==> config.mk <==
export PLATFORM = sky130hd
export DESIGN_NAME = rtcl_top
export DESIGN_NICKNAME = d
export VERILOG_FILES = /design/src/rtl/rtcl_pkg.sv /design/src/rtl/rtcl_tick_div.sv /design/src/rtl/rtcl_lock_bit.sv /design/src/rtl/rtcl_top.sv
export SDC_FILE = /design/constraint.sdc
export NUM_CORES = 1
export LEC_CHECK = 0
export ABC_AREA = 1
export BUFFER_PORTS_ARGS = -buffer_cell sky130_fd_sc_hd__clkbuf_2
export CELL_PAD_IN_SITES_DETAIL_PLACEMENT = 1
export CELL_PAD_IN_SITES_GLOBAL_PLACEMENT = 1
export CORE_AREA = 4 4 173 175
export DETAILED_ROUTE_END_ITERATION = 16
export DIE_AREA = 0 0 177 179
export HOLD_SLACK_MARGIN = 0.08
export PLACE_DENSITY_LB_ADDON = 0.1
export SLEW_MARGIN = 20
export SYNTH_ARGS = -nofsm -noshare
export SYNTH_HDL_FRONTEND = slang
export SYNTH_HIERARCHICAL = 1
export SYNTH_SLANG_ARGS = --single-unit
==> constraint.sdc <==
create_clock -name mclk -period 3.86 [get_ports mclk]
set_input_delay 0.772 -clock mclk [delete_from_list [all_inputs] [get_ports mclk]]
set_output_delay 0.772 -clock mclk [all_outputs]
set_load 0.03 [all_outputs]
==> src/rtl/rtcl_pkg.sv <==
// constants and types for the clock status and write-lock logic
package rtcl_pkg;

  localparam int unsigned CLK_HZ      = 100_000_000;
  localparam int unsigned TICK_HZ     = 32_768;
  localparam int unsigned TICK_CYCLES = CLK_HZ / TICK_HZ;
  localparam logic [11:0] TICK_LAST   = 12'(TICK_CYCLES - 1);

  localparam logic [7:0] OFS_SECONDS  = 8'h00;
  localparam logic [7:0] OFS_PRESCALE = 8'h04;
  localparam logic [7:0] OFS_ALARM    = 8'h08;
  localparam logic [7:0] OFS_COMP     = 8'h0C;
  localparam logic [7:0] OFS_CTRL     = 8'h10;
  localparam logic [7:0] OFS_STATUS   = 8'h14;
  localparam logic [7:0] OFS_LOCK     = 8'h18;

  localparam int ST_RUN   = 4;
  localparam int ST_ALARM = 2;
  localparam int ST_OVF   = 1;
  localparam int ST_INV   = 0;

  localparam int CT_SWR = 0;
  localparam int CT_UM  = 3;

  localparam int LOCK_LSB   = 3;
  localparam int NUM_LOCKS  = 4;
  localparam int LK_COMP    = 0;
  localparam int LK_CTRL    = 1;
  localparam int LK_STATUS  = 2;
  localparam int LK_LOCKREG = 3;

  localparam logic [31:0] LOCK_FIXED   = 32'h0000_0087;
  localparam logic [15:0] PRESCALE_TOP = 16'h7FFF;
  localparam logic [31:0] SECONDS_TOP  = 32'hFFFF_FFFF;
  localparam logic [31:0] WORD_ZERO    = 32'h0000_0000;
  localparam logic [15:0] HALF_ZERO    = 16'h0000;

  typedef struct packed {
    logic        read;
    logic        write;
    logic [7:0]  address;
    logic [31:0] writedata;
    logic [3:0]  byteenable;
  } rtcl_av_req_t;

  function automatic logic [31:0] merge(input logic [31:0] old,
                                        input logic [31:0] wd,
                                        input logic [3:0]  be);
    logic [31:0] m;
    m = {{8{be[3]}}, {8{be[2]}}, {8{be[1]}}, {8{be[0]}}};
    merge = (old & ~m) | (wd & m);
  endfunction : merge

endpackage : rtcl_pkg

==> src/rtl/rtcl_tick_div.sv <==
// divider giving one-cycle time base enable pulses
`timescale 1ns/1ps
module rtcl_tick_div (
  input  wire logic mclk,
  input  wire logic rst_n,
  output logic      tick
);

  logic [11:0] count;

  always_ff @(posedge mclk or negedge rst_n) begin
    if (!rst_n) begin
      count <= 12'h000;
      tick  <= 1'b0;
    end else if (count == rtcl_pkg::TICK_LAST) begin
      count <= 12'h000;
      tick  <= 1'b1;
    end else begin
      count <= count + 12'h001;
      tick  <= 1'b0;
    end
  end

endmodule : rtcl_tick_div

==> src/rtl/rtcl_lock_bit.sv <==
// one write-once-to-zero lock bit
`timescale 1ns/1ps
module rtcl_lock_bit (
  input  wire logic mclk,
  input  wire logic rst_n,
  input  wire logic restore,
  input  wire logic clear,
  output logic      q
);

  always_ff @(posedge mclk or negedge rst_n) begin
    if (!rst_n) begin
      q <= 1'b1;
    end else if (restore) begin
      q <= 1'b1;
    end else if (clear) begin
      q <= 1'b0;
    end
  end

endmodule : rtcl_lock_bit

==> src/rtl/rtcl_top.sv <==
// clock status flags, time counter and write-lock register
//
// Added by the designer: the Avalon-MM register port.
`timescale 1ns/1ps
module rtcl_top (
  input  wire logic                   mclk,
  input  wire logic                   rst_n,
  input  wire rtcl_pkg::rtcl_av_req_t av_req,
  output logic [31:0]                 av_readdata,
  output logic                        av_waitrequest,
  output logic                        counter_run_bit,
  output logic                        alarm_flag,
  output logic                        overflow_flag,
  output logic                        invalid_flag
);

  logic [31:0]                   seconds_counter;
  logic [15:0]                   prescaler_counter;
  logic [31:0]                   alarm_compare_value;
  logic [31:0]                   comp_value;
  logic                          soft_reset_bit;
  logic                          update_mode_bit;
  logic [rtcl_pkg::NUM_LOCKS-1:0] lock_q;
  logic [rtcl_pkg::NUM_LOCKS-1:0] lock_restore;
  logic [rtcl_pkg::NUM_LOCKS-1:0] lock_clear;
  logic                          tick;
  logic                          wr_acc;
  logic                          rd_start;
  logic [31:0]                   wval;
  logic                          counting;
  logic                          presc_wrap;
  logic                          sec_inc;
  logic                          sec_wrap;
  logic                          blanked;
  logic                          wr_seconds;
  logic                          wr_prescale;
  logic                          wr_alarm;
  logic                          wr_comp;
  logic                          wr_ctrl;
  logic                          wr_status;
  logic                          wr_lock;
  logic                          run_write_ok;
  logic                          run_wr;
  logic                          ctrl_wr;
  logic                          alarm_hit;
  logic [31:0]                   presc_merged;
  logic [31:0]                   next_readdata;

  wire lock_reg_protect     = lock_q[rtcl_pkg::LK_LOCKREG];
  wire status_protect       = lock_q[rtcl_pkg::LK_STATUS];
  wire control_protect      = lock_q[rtcl_pkg::LK_CTRL];
  wire compensation_protect = lock_q[rtcl_pkg::LK_COMP];

  rtcl_tick_div u_div (
    .mclk  (mclk),
    .rst_n (rst_n),
    .tick  (tick)
  );

  // bus handshake: one wait cycle, then accept
  always_ff @(posedge mclk or negedge rst_n) begin
    if (!rst_n) begin
      av_waitrequest <= 1'b1;
    end else if (av_req.read || av_req.write) begin
      av_waitrequest <= !av_waitrequest;
    end else begin
      av_waitrequest <= 1'b1;
    end
  end

  assign wr_acc   = av_req.write && !av_waitrequest;
  assign rd_start = av_req.read && av_waitrequest;
  assign wval     = rtcl_pkg::merge(zero_word(), av_req.writedata,
                                    av_req.byteenable);

  function automatic logic [31:0] zero_word();
    zero_word = rtcl_pkg::WORD_ZERO;
  endfunction : zero_word

  // per register write strobes
  always_comb begin
    wr_seconds  = 1'b0;
    wr_prescale = 1'b0;
    wr_alarm    = 1'b0;
    wr_comp     = 1'b0;
    wr_ctrl     = 1'b0;
    wr_status   = 1'b0;
    wr_lock     = 1'b0;
    if (wr_acc) begin
      case (av_req.address)
        rtcl_pkg::OFS_SECONDS:  wr_seconds  = 1'b1;
        rtcl_pkg::OFS_PRESCALE: wr_prescale = 1'b1;
        rtcl_pkg::OFS_ALARM:    wr_alarm    = 1'b1;
        rtcl_pkg::OFS_COMP:     wr_comp     = 1'b1;
        rtcl_pkg::OFS_CTRL:     wr_ctrl     = 1'b1;
        rtcl_pkg::OFS_STATUS:   wr_status   = 1'b1;
        rtcl_pkg::OFS_LOCK:     wr_lock     = 1'b1;
        default:                wr_acc_none();
      endcase
    end
  end

  function automatic void wr_acc_none();
  endfunction : wr_acc_none

  // counters held while the overflow or invalid flag is set
  assign counting   = counter_run_bit && !overflow_flag && !invalid_flag;
  assign blanked    = overflow_flag || invalid_flag;
  assign presc_wrap = prescaler_counter == rtcl_pkg::PRESCALE_TOP;
  assign sec_inc    = counting && tick && presc_wrap;
  assign sec_wrap   = seconds_counter == rtcl_pkg::SECONDS_TOP;
  // match seen at the increment edge
  assign alarm_hit  = sec_inc && alarm_compare_value == seconds_counter;

  // prescaler keeps lanes that are not enabled
  assign presc_merged = rtcl_pkg::merge({rtcl_pkg::HALF_ZERO,
                                         prescaler_counter},
                                        av_req.writedata,
                                        av_req.byteenable);

  always_ff @(posedge mclk or negedge rst_n) begin
    if (!rst_n) begin
      prescaler_counter <= rtcl_pkg::HALF_ZERO;
    end else if (soft_reset_bit) begin
      prescaler_counter <= rtcl_pkg::HALF_ZERO;
    end else if (!counter_run_bit && wr_prescale) begin
      prescaler_counter <= presc_merged[15:0];
    end else if (counting && tick && presc_wrap) begin
      prescaler_counter <= rtcl_pkg::HALF_ZERO;
    end else if (counting && tick) begin
      prescaler_counter <= prescaler_counter + 16'h0001;
    end
  end

  always_ff @(posedge mclk or negedge rst_n) begin
    if (!rst_n) begin
      seconds_counter <= rtcl_pkg::WORD_ZERO;
    end else if (soft_reset_bit) begin
      seconds_counter <= rtcl_pkg::WORD_ZERO;
    end else if (!counter_run_bit && wr_seconds) begin
      seconds_counter <= rtcl_pkg::merge(seconds_counter,
                                         av_req.writedata,
                                         av_req.byteenable);
    end else if (sec_inc) begin
      seconds_counter <= seconds_counter + 32'h0000_0001;
    end
  end

  always_ff @(posedge mclk or negedge rst_n) begin
    if (!rst_n) begin
      alarm_compare_value <= rtcl_pkg::WORD_ZERO;
    end else if (soft_reset_bit) begin
      alarm_compare_value <= rtcl_pkg::WORD_ZERO;
    end else if (wr_alarm) begin
      alarm_compare_value <= rtcl_pkg::merge(alarm_compare_value,
                                             av_req.writedata,
                                             av_req.byteenable);
    end
  end

  always_ff @(posedge mclk or negedge rst_n) begin
    if (!rst_n) begin
      alarm_flag <= 1'b0;
    end else if (soft_reset_bit) begin
      alarm_flag <= 1'b0;
    end else if (alarm_hit) begin
      alarm_flag <= 1'b1;
    end else if (wr_alarm) begin
      alarm_flag <= 1'b0;
    end
  end

  always_ff @(posedge mclk or negedge rst_n) begin
    if (!rst_n) begin
      overflow_flag <= 1'b0;
    end else if (soft_reset_bit) begin
      overflow_flag <= 1'b0;
    end else if (sec_inc && sec_wrap) begin
      overflow_flag <= 1'b1;
    end else if (wr_seconds && !counter_run_bit) begin
      overflow_flag <= 1'b0;
    end
  end

  always_ff @(posedge mclk or negedge rst_n) begin
    if (!rst_n) begin
      invalid_flag <= 1'b1;
    end else if (soft_reset_bit) begin
      invalid_flag <= 1'b1;
    end else if (wr_seconds && !counter_run_bit) begin
      invalid_flag <= 1'b0;
    end
  end

  // update mode opens the run bit while the counter is stopped or blanked
  assign run_write_ok = status_protect ||
                        (update_mode_bit &&
                         (blanked || !counter_run_bit));
  // only the run bit takes status writes
  assign run_wr  = wr_status && run_write_ok && av_req.byteenable[0];

  // control writes need the control lock open
  assign ctrl_wr = wr_ctrl && control_protect && av_req.byteenable[0];

  always_ff @(posedge mclk or negedge rst_n) begin
    if (!rst_n) begin
      counter_run_bit <= 1'b0;
    end else if (soft_reset_bit) begin
      counter_run_bit <= 1'b0;
    // only the run bit is writable
    end else if (run_wr) begin
      counter_run_bit <= av_req.writedata[rtcl_pkg::ST_RUN];
    end
  end

  always_ff @(posedge mclk or negedge rst_n) begin
    if (!rst_n) begin
      comp_value <= rtcl_pkg::WORD_ZERO;
    end else if (soft_reset_bit) begin
      comp_value <= rtcl_pkg::WORD_ZERO;
    end else if (wr_comp && compensation_protect) begin
      comp_value <= rtcl_pkg::merge(comp_value, av_req.writedata,
                                    av_req.byteenable);
    end
  end

  // soft reset bit survives its own reset
  always_ff @(posedge mclk or negedge rst_n) begin
    if (!rst_n) begin
      soft_reset_bit <= 1'b0;
    end else if (ctrl_wr) begin
      soft_reset_bit <= av_req.writedata[rtcl_pkg::CT_SWR];
    end
  end

  always_ff @(posedge mclk or negedge rst_n) begin
    if (!rst_n) begin
      update_mode_bit <= 1'b0;
    end else if (soft_reset_bit) begin
      update_mode_bit <= 1'b0;
    end else if (ctrl_wr) begin
      update_mode_bit <= av_req.writedata[rtcl_pkg::CT_UM];
    end
  end

  // lock bits only cleared by writes
  always_comb begin
    for (int i = 0; i < rtcl_pkg::NUM_LOCKS; i++) begin
      lock_clear[i]   = wr_lock && lock_reg_protect &&
                        !wval[rtcl_pkg::LOCK_LSB + i];
      lock_restore[i] = soft_reset_bit;
    end
    lock_restore[rtcl_pkg::LK_CTRL] = 1'b0;
  end

  genvar g;
  generate
    for (g = 0; g < rtcl_pkg::NUM_LOCKS; g++) begin : g_lock
      rtcl_lock_bit u_lock (
        .mclk    (mclk),
        .rst_n   (rst_n),
        .restore (lock_restore[g]),
        .clear   (lock_clear[g]),
        .q       (lock_q[g])
      );
    end
  endgenerate

  // read data mux
  always_comb begin
    next_readdata = rtcl_pkg::WORD_ZERO;
    case (av_req.address)
      rtcl_pkg::OFS_SECONDS:
        next_readdata = blanked ? rtcl_pkg::WORD_ZERO : seconds_counter;
      rtcl_pkg::OFS_PRESCALE:
        next_readdata[15:0] = blanked ? rtcl_pkg::HALF_ZERO
                                      : prescaler_counter;
      rtcl_pkg::OFS_ALARM:
        next_readdata = alarm_compare_value;
      rtcl_pkg::OFS_COMP:
        next_readdata = comp_value;
      rtcl_pkg::OFS_CTRL: begin
        next_readdata[rtcl_pkg::CT_SWR] = soft_reset_bit;
        next_readdata[rtcl_pkg::CT_UM]  = update_mode_bit;
      end
      rtcl_pkg::OFS_STATUS: begin
        next_readdata[rtcl_pkg::ST_RUN]   = counter_run_bit;
        next_readdata[rtcl_pkg::ST_ALARM] = alarm_flag;
        next_readdata[rtcl_pkg::ST_OVF]   = overflow_flag;
        next_readdata[rtcl_pkg::ST_INV]   = invalid_flag;
      end
      rtcl_pkg::OFS_LOCK: begin
        next_readdata = rtcl_pkg::LOCK_FIXED;
        next_readdata[rtcl_pkg::LOCK_LSB +: rtcl_pkg::NUM_LOCKS] = lock_q;
      end
      default:
        next_readdata = rtcl_pkg::WORD_ZERO;
    endcase
  end

  always_ff @(posedge mclk or negedge rst_n) begin
    if (!rst_n) begin
      av_readdata <= rtcl_pkg::WORD_ZERO;
    end else if (rd_start) begin
      av_readdata <= next_readdata;
    end
  end

endmodule : rtcl_top

# Yosys cells after proc, flatten, opt, wreduce, memory -nomap -nowiden
# Index checks and enable logic that the tools add are counted.
dict set report totals {
  register_bits 168
  inputBits 48
}
dict set report op_classes {
  n_addsub 3
  eq_ne 10
  n_mux 53
  bitwise 10
  n_reduce_logical 46
}
# op count
set ops {}
lappend ops {{$mux W32} 8}
lappend ops {{$and A32 B32 Y32} 4}
lappend ops {{$or A32 B32 Y32} 3}
lappend ops {{$mux W16} 5}
lappend ops {{$pmux W11 S5} 1}
lappend ops {{$pmux W16 S3} 1}
lappend ops {{$mux W1} 33}
lappend ops {{$add A32 B1 Y32 const B} 1}
lappend ops {{$eq A32 B32 Y1} 1}
lappend ops {{$eq A32 B32 Y1 const B} 1}
lappend ops {{$not A32 Y32} 1}
lappend ops {{$eq A8 B5 Y1 const B} 3}
lappend ops {{$logic_and A1 B1 Y1} 21}
lappend ops {{$add A16 B1 Y16 const B} 1}
lappend ops {{$and A16 B16 Y16} 1}
lappend ops {{$eq A16 B15 Y1 const B} 1}
lappend ops {{$eq A8 B4 Y1 const B} 2}
lappend ops {{$or A16 B16 Y16} 1}
lappend ops {{$reduce_bool A2 Y1} 8}
lappend ops {{$add A12 B1 Y12 const B} 1}
lappend ops {{$eq A12 B12 Y1 const B} 1}
lappend ops {{$mux W12} 1}
lappend ops {{$pmux W1 S6} 2}
lappend ops {{$pmux W2 S6} 1}
lappend ops {{7 further kinds} 19}

# Longest topological paths before layout
# Gate-level depths: netlist of run 1.
dict set report logic_depth {
  word_depth 8
  ltp_mapped 11
  mapped_depth_nobuf 10
}

# Cells and area by module
# Netlist of run 1, hierarchy kept.
# module n_inst cells_each area_each_um2 seq_area_each_um2
set by_module_without_submodules {}
lappend by_module_without_submodules {rtcl_top 1 1593 10368.7 3781.1}
lappend by_module_without_submodules {rtcl_tick_div 1 88 685.7 325.3}
lappend by_module_without_submodules {rtcl_lock_bit 4 5 41.3 26.3}

# Least setup slack after synthesis of run 1
# Ideal clock, no wire load.
dict set report synth_timing {
  path_type {input port to flip-flop}
  from {input port av_req[41] (netlist name)}
  to {register prescaler_counter[4]}
  arrival_ns 1.721
  t_required_ns 3.734
  setup_slack_ns 2.013
  stages 9
  n_path_buf 1
  cell_sequence {nor2_2 > nand2_4 > inv_4 > nand3_1 > buf_2 > nand2_4 > o21ai_0 > nand3_1 > o21ai_0}
}
dict set report synth_via {
  elab_chain_len 6
}
# element line
set synth_rtl {}
lappend synth_rtl {{from (decl)} rtcl_top.sv:8} ;# input wire rtcl_pkg::rtcl_av_req_t av_req,
lappend synth_rtl {{$eq A8 B3 Y1 (*)} rtcl_top.sv:90} ;# case (av_req.address)
lappend synth_rtl {{$mux W1 (*)} rtcl_top.sv:90}
lappend synth_rtl {{$mux W1 (*)} rtcl_top.sv:89} ;# if (wr_acc) begin
lappend synth_rtl {{$logic_and A1 B1 Y1 (*)} rtcl_top.sv:126} ;# end else if (!counter_run_bit && wr_prescale) begin
lappend synth_rtl {{$mux W16} rtcl_top.sv:126}
lappend synth_rtl {{$mux W16} rtcl_top.sv:124} ;# end else if (soft_reset_bit) begin
lappend synth_rtl {{to (signal assigned)} rtcl_top.sv:123} ;# prescaler_counter <= rtcl_pkg::HALF_ZERO;
lappend synth_rtl {{to (signal assigned)} rtcl_top.sv:125} ;# prescaler_counter <= rtcl_pkg::HALF_ZERO;
lappend synth_rtl {{to (signal assigned)} rtcl_top.sv:127} ;# prescaler_counter <= presc_merged[15:0];
lappend synth_rtl {{to (decl)} rtcl_top.sv:18} ;# logic [15:0] prescaler_counter;
# Every way passes the cells marked *; elsewhere a longest branch is shown, timed or not.
# A chain may end at the register's enable or synchronous reset.

# Worst setup path in the final report of run 1
dict set report layout_timing {
  from {register av_waitrequest}
  to {register comp_value[5]}
}
dict set report layout_via {
  elab_chain_len 5
}
# element line
set layout_rtl {}
lappend layout_rtl {{from (decl)} rtcl_top.sv:10} ;# output logic av_waitrequest,
lappend layout_rtl {{from (signal assigned)} rtcl_top.sv:65} ;# av_waitrequest <= !av_waitrequest;
lappend layout_rtl {{$logic_not A1 Y1} rtcl_top.sv:71} ;# assign wr_acc = av_req.write && !av_waitrequest;
lappend layout_rtl {{$logic_and A1 B1 Y1} rtcl_top.sv:71}
lappend layout_rtl {{$mux W1} rtcl_top.sv:89}
lappend layout_rtl {{$logic_and A1 B1 Y1} rtcl_top.sv:221} ;# end else if (wr_comp && compensation_protect) begin
lappend layout_rtl {{$reduce_bool A2 Y1 (no line)} n/a}
lappend layout_rtl {{to (signal assigned)} rtcl_top.sv:218} ;# comp_value <= rtcl_pkg::WORD_ZERO;
lappend layout_rtl {{to (signal assigned)} rtcl_top.sv:220} ;# comp_value <= rtcl_pkg::WORD_ZERO;
lappend layout_rtl {{to (signal assigned)} rtcl_top.sv:222} ;# comp_value <= rtcl_pkg::merge(comp_value, av_req.writedata,
lappend layout_rtl {{to (decl)} rtcl_top.sv:20} ;# logic [31:0] comp_value;
# No other way between the ends.

==> results of run 1 <==
per-stage QoR:
| step | hold WS (ns) | utilization (%) | power (mW) |
|---|---|---|---|
| after floorplan | 0.429 | - | 1.94 |
| after global placement | 0.449 | 41.6 | 2.08 |
| after detailed placement | 0.453 | 41.6 | 2.08 |
| after CTS | 0.435 | 43.7 | 3.86 |
| after global routing | 0.429 | 43.8 | 3.98 |
| final | 0.381 | 43.8 | 3.82 |
state kept, by name, indices dropped and copies added, names as in the netlist:
signal and cells:
alarm_flag 1, alarm_compare_value 32, u_div/count 12, counter_run_bit 1, av_readdata 32, comp_value 32, overflow_flag 1, seconds_counter 32
invalid_flag 1, u_div/tick 1, update_mode_bit 1, av_waitrequest 1, g_lock.u_lock/q 4, prescaler_counter 16, soft_reset_bit 1
critical path: cells and delay by family (launching register included):
family | cells | cell delay (ns)
simple gates | 4 | 1.40
flops | 1 | 0.56
compound gates | 1 | 0.12
buf+inv | 3 | 0.36
kinds of logic after synthesis:
kind of cell             share of synthesized area, %
AND/OR/NAND/NOR                                  39.1
buffers and inverters                            9.40
AO/OA/AOI/OAI                                    11.8
flip-flops                                       37.5
XOR/XNOR                                         1.72
adder cells (fa/ha/maj)                         0.446
other                                          0.0334
how the worst min path moves through the flow:
stage                                         startpoint                             end  slack, ns  cells past startpoint
final                                              rst_n     av_readdata[26]$_DFFE_PN0P_       0.38                      1
after global routing                               rst_n     av_readdata[29]$_DFFE_PN0P_       0.43                      1
after detailed placement  g_lock[2].u_lock/q$_DFFE_PN1P_  g_lock[2].u_lock/q$_DFFE_PN1P_       0.45                      2
after CTS                                          rst_n     av_readdata[26]$_DFFE_PN0P_       0.44                      1
after floorplan                 u_div/count[0]$_DFF_PN0_        u_div/count[0]$_DFF_PN0_       0.43                      1
after global placement    g_lock[2].u_lock/q$_DFFE_PN1P_  g_lock[2].u_lock/q$_DFFE_PN1P_       0.45                      2
cell usage after synthesis:
master	number	share of area [%]
clkbuf_1	24	0.80
nand3b_1	5	0.33
xor2_1	14	1.1
nand4_4	1	0.19
nor3_1	21	0.94
nor2_1	156	5.2
nand3_2	4	0.36
nor3_4	1	0.15
buf_1	3	0.10
o21ai_2	1	0.078
ha_1	4	0.45
conb_1	1	0.033
o31ai_1	25	1.7
o22ai_1	16	0.89
buf_4	4	0.27
nand3_4	1	0.16
a31oi_1	2	0.11
dfstp_2	6	1.4
o21ai_0	146	6.5
buf_6	6	0.60
a21oi_1	25	1.1
nor4_1	1	0.056
or2_2	11	0.61
clkbuf_2	2	0.089
clkinv_1	1	0.033
nand3_1	159	7.1
o211ai_1	3	0.20
nand2_4	4	0.40
dfrtp_1	162	36
inv_1	160	5.4
inv_4	2	0.11
nand4_1	18	1.0
nand2_1	599	20
nor2_8	1	0.18
o21ai_1	12	0.54
xnor2_1	8	0.62
o21bai_1	1	0.067
nand2_2	11	0.61
inv_2	5	0.17
buf_2	42	1.9
nor2_4	9	0.90
nor2_2	15	0.84
o21a_1	9	0.60
power by group through the flow:
stage	Clock [mW]	Sequential, mW	Combinational [mW]
final	1.78	1.77	0.275
after global routing	1.90	1.77	0.304
after CTS	1.81	1.77	0.277
after detailed placement	0	1.81	0.275
after global placement	0	1.81	0.271
after floorplan	0	1.82	0.119
final cells by class:
| type | count | area [µm²] | share of cell area [%] |
|---|---|---|---|
| clock buffer | 17 | 425 | 3.41 |
| clock inverter | 15 | 171 | 1.38 |
| inverter | 168 | 636 | 5.10 |
| multi-input combinational | 1284 | 5950 | 47.8 |
| sequential | 168 | 4210 | 33.8 |
| tap | 384 | 480 | 3.85 |
| timing repair buffer | 101 | 587 | 4.71 |
layer usage:
layer	up-vias	wire (µm)
li1	5501	-
met1	5772	19100
met2	259	22100
met3	69	1620
met4	0	1270
met5	-	0
==> results.md, run 1 <==
* Top Usage Layer GRT: met2
* NetSw at 1.11 mW
* Grt ovf at 0
* Finish-stage setup viols at 0
* CP arrival at 2.90 ns
* Crit-path max FO at 23
* Flops & latches, synth at 168
* CP endpoint: comp_value[5]$_DFFE_PN0P_
* Met1 usage at 37.2%
* Commonest non-fill, non-tap cell in the layout: nand2_1
* GR Layer Usage met2 at 50.0%
* Total Wirelength at 44100 µm
* Clock Tree Buf Depth at 2
* Power Dens Cells at 307 nW/µm²
* CP Data Required Time at 4.20 ns
* CP cell instances: inv_1 -> nand2_2 -> inv_1 -> nand4_4 -> inv_4 -> nor2_2 -> nand2_1 -> o31ai_1
* Min-delay worst type: input pin to asynchronous set/reset pin
* Worst r2r src: av_waitrequest$_DFF_PN1_
* Post-CTS Hold Fix Bufs at 0
* DP Area at 11800 µm²
* Sequential area share after synthesis at 37.5%
* DRC viols at 0
* R2R Setup Slk at 1.31 ns
* Num CTS Buffers at 17
* Die ar. at 31700 µm²
* Worst slew margin at 30.0%
* Share of layout cells above drive strength 1 at 11.8%
* Io pins at 85
* Nets at 1792
* ANT nets after route at 0
* CTS sink count at 168
* Post-CTS Resized at 0
* Startpoint types: flop
* Cells on worst reg2reg path at 8
* Most frequent cells in the layout: 599 x nand2_1, 161 x dfrtp_1, 160 x inv_1
* Achievable clock frequency at 392 MHz
* Initial antenna violation count at 0
* Crit path time final at 2.55 ns
* Die H at 179 µm
* Yosys warns at 6
* Pleak at 6.00 nW
* Crit path max-delay cell type: nor2_2
* H-tree Lvls at 4
* R2r endpoint: comp_value[5]$_DFFE_PN0P_
* Met3 Track Usage GR at 3.12%
* Final Non-Filler Cells at 2137
* Most common cell on crit path: inv_1
* Chip width at 177 µm
* CP peak stage delay at 0.83 ns
* PortBufs at 84
* Post-CTS Setup Repair Bufs at 0
* Initial cell density of the core at 39.4%
* Worst vdd ir at 0.214 mV
* Syn Std Cell Area at 11200 µm²
* Critical Path Sink Type: flop
* Max-cap violations at 0
* Switching part of the total at 29.1%
* Crit Path Category: flop to flop
* Cell variety after synth at 43
* Vias in the first global route at 12057
* Clock power frac at 46.4%
* Placed Cells at 2104
* Root buf cell: clkbuf_16
* P_int at 2.71 mW
* Dpl hpwl at 32600 µm
* Overall Global Routing Usage at 28.5%
* Largest net degree at the start of global routing at 83
* Combinational share of power at 7.2%
* Syn_area_per_cell at 6.60 µm²
* Area Growth Syn to Fin at 11.1%
* Syn Nets at 1753
* Reg power frac at 46.4%
* Worst Setup SP: av_waitrequest$_DFF_PN1_
* Core Box Area at 28500 µm²
* Iteration-0 DRC Markers at 823
* Filler cells at 3803
* Final Max Slew Viols at 0
* CTS tree: done
* Post-placement setup slack at 0.968 ns
* Worst-Margin Slew at 1.05 ns
* Finished Cell Area at 12500 µm²
* Mapped Cells at 1701
* Clk_skew at 0.0160 ns
* Routed WL per cell at 20.6 µm
* Global-route wire length before repair at 70000 µm
* Final Hold Vio Count at 0
* Worst skew pair latency at 0.45 ns
* Total number of vias at 11601
* Ant. Diodes at 0
* RePlAce Congestion at 0.874
* Final setup margin at 1.31 ns
* Routed vias/inst at 5.43
* Fin crit share at 66.2%
* Clk slew on worst S/H paths at 0.08 ns
* Num rows at 62
* First drt pass iteration count at 5
* Final setup TNS at 0 ns
* Status: finished, final reports clean
* RSZ-0062 raised after global routing: false
Power figures use the tool's default switching activity.
==> run 2: changes to the inputs <==
- clock period: 3.86 -> 2.63 ns (I/O delays scaled with it)
==> results.md, run 2 (synthesized netlist as in run 1, its figures left out) <==
* Status: finished, final reports clean
* Placed Cells at 2122
* Ant. Diodes at 0
* Crit Path Category: flop to flop
* Num rows at 62
* Clk slew on worst S/H paths at 0.08 ns
* Final setup TNS at 0 ns
* Grt ovf at 0
* Chip width at 177 µm
* Initial antenna violation count at 0
* Register area at 4210 µm²
* Nets at 1811
* Die ar. at 31700 µm²
* Total Wirelength at 44400 µm
* Switching part of the total at 28.4%
* Global-route wire length before repair at 69200 µm
* Num CTS Buffers at 17
* Routed vias/inst at 5.39
* Worst vdd ir at 0.388 mV
* Dpl hpwl at 33000 µm
* Most frequent cells in the layout: 599 x nand2_1, 161 x dfrtp_1, 160 x inv_1
* DRC viols at 0
* Worst slew margin at 32.7%
* Largest net degree at the start of global routing at 63
* Worst skew pair latency at 0.44 ns
* Worst-Margin Slew at 1.01 ns
* Min-delay worst type: input pin to flop
* First drt pass iteration count at 5
* Iteration-0 DRC Markers at 757
* Root buf cell: clkbuf_16
* NetSw at 1.58 mW
* Combinational share of power at 7.4%
* Fin crit share at 82.0%
* Max-cap violations at 0
* PortBufs at 84
* Routed WL per cell at 20.6 µm
* Filler cells at 3794
* Achievable clock frequency at 464 MHz
* Crit path time final at 2.16 ns
* CTS tree: done
* Commonest non-fill, non-tap cell in the layout: nand2_1
* Area Growth Syn to Fin at 12.2%
* Reg power frac at 46.8%
* CP Data Required Time at 2.98 ns
* Share of layout cells above drive strength 1 at 12.6%
* RSZ-0062 raised after global routing: false
* H-tree Lvls at 4
* Critical Path Sink Type: flop
* RePlAce Congestion at 0.881
* Startpoint types: flop
* Total number of vias at 11615
* Clk_skew at 0.0107 ns
* P_int at 3.98 mW
* Power Dens Cells at 442 nW/µm²
* Overall Global Routing Usage at 28.5%
* CTS sink count at 168
* Multi-input gate area at 5950 µm²
* Core Box Area at 28500 µm²
* Initial cell density of the core at 39.4%
* Crit-path max FO at 40
* Vias in the first global route at 11914
* Clock power frac at 45.8%
* ANT nets after route at 0
* Pleak at 6.08 nW
* Final Non-Filler Cells at 2156
* Io pins at 85
* Final Max Slew Viols at 0
* CP arrival at 2.50 ns
* Clock Tree Buf Depth at 2
* Finish-stage setup viols at 0
* Die H at 179 µm
* Final Hold Vio Count at 0
==> run 2: power groups by stage <==
stage	sequential (mW)	clock [mW]	combinational [mW]
floorplan	2.67	0	0.175
global placement	2.65	0	0.410
detailed placement	2.65	0	0.415
CTS	2.60	2.61	0.419
global route	2.60	2.70	0.454
finish	2.60	2.55	0.413
==> run 2: what timing repair did <==
action,in CTS,in global routing
gates resized for setup,0,0
hold buffers,1,0
endpoints found under the hold margin,30,0
setup buffers,0,0
==> run 2: layout make-up <==
type | count | area share, %
sequential | 168 | 33.5
inverter | 168 | 5.05
timing repair buffer | 120 | 5.85
clock inverter | 14 | 1.07
tap | 384 | 3.82
multi-input combinational | 1284 | 47.3
clock buffer | 18 | 3.49
==> run 2: critical path, stage by stage, from the launching register on <==
cell	delay [ns]
dfrtp_2	0.46
inv_2	0.08
buf_4	0.32
buf_4	0.51
nand2_2	0.35
o22ai_1	0.27
==> run 2: through the flow <==
step / worst slack [ns] / area (µm²) / hold WS (ns) / util [%] / total power, mW
2_1_floorplan: 1.02 / 11200 / 0.230 / - / 2.85
3_3_place_gp: 0.323 / 12000 / 0.445 / 42.1 / 3.06
3_5_place_dp: 0.238 / 12000 / 0.446 / 42.1 / 3.07
4_1_cts: 0.219 / 12600 / 0.246 / 44.2 / 5.63
5_1_grt: 0.311 / 12600 / 0.264 / 44.2 / 5.76
6_report: 0.473 / 12600 / 0.262 / 44.2 / 5.56
==> run 2: routing by layer <==
metal  track usage [%]  vias up  share of wire, %
li1                  -     5549                 -
met1              35.9     5727                43
met2              49.6      263                49
met3              3.82       76               4.2
met4              11.2        0               3.9
met5                 0        -                 0
==> run 2: worst paths after layout <==
path / startpoint / end / slack, ns / cells after the start
min reg2reg: g_lock[2].u_lock/q$_DFFE_PN1P_ / g_lock[2].u_lock/q$_DFFE_PN1P_ / 0.46 / 2
max reg2reg: soft_reset_bit$_DFFE_PN0P_ / alarm_compare_value[28]$_DFFE_PN0P_ / 0.47 / 5
max: soft_reset_bit$_DFFE_PN0P_ / alarm_compare_value[28]$_DFFE_PN0P_ / 0.47 / 5
min: av_req[45] / av_waitrequest$_DFF_PN1_ / 0.26 / 2
min in group asynchronous: rst_n / av_readdata[26]$_DFFE_PN0P_ / 0.54 / 2
max in group asynchronous: rst_n / invalid_flag$_DFFE_PN1P_ / 1.34 / 3
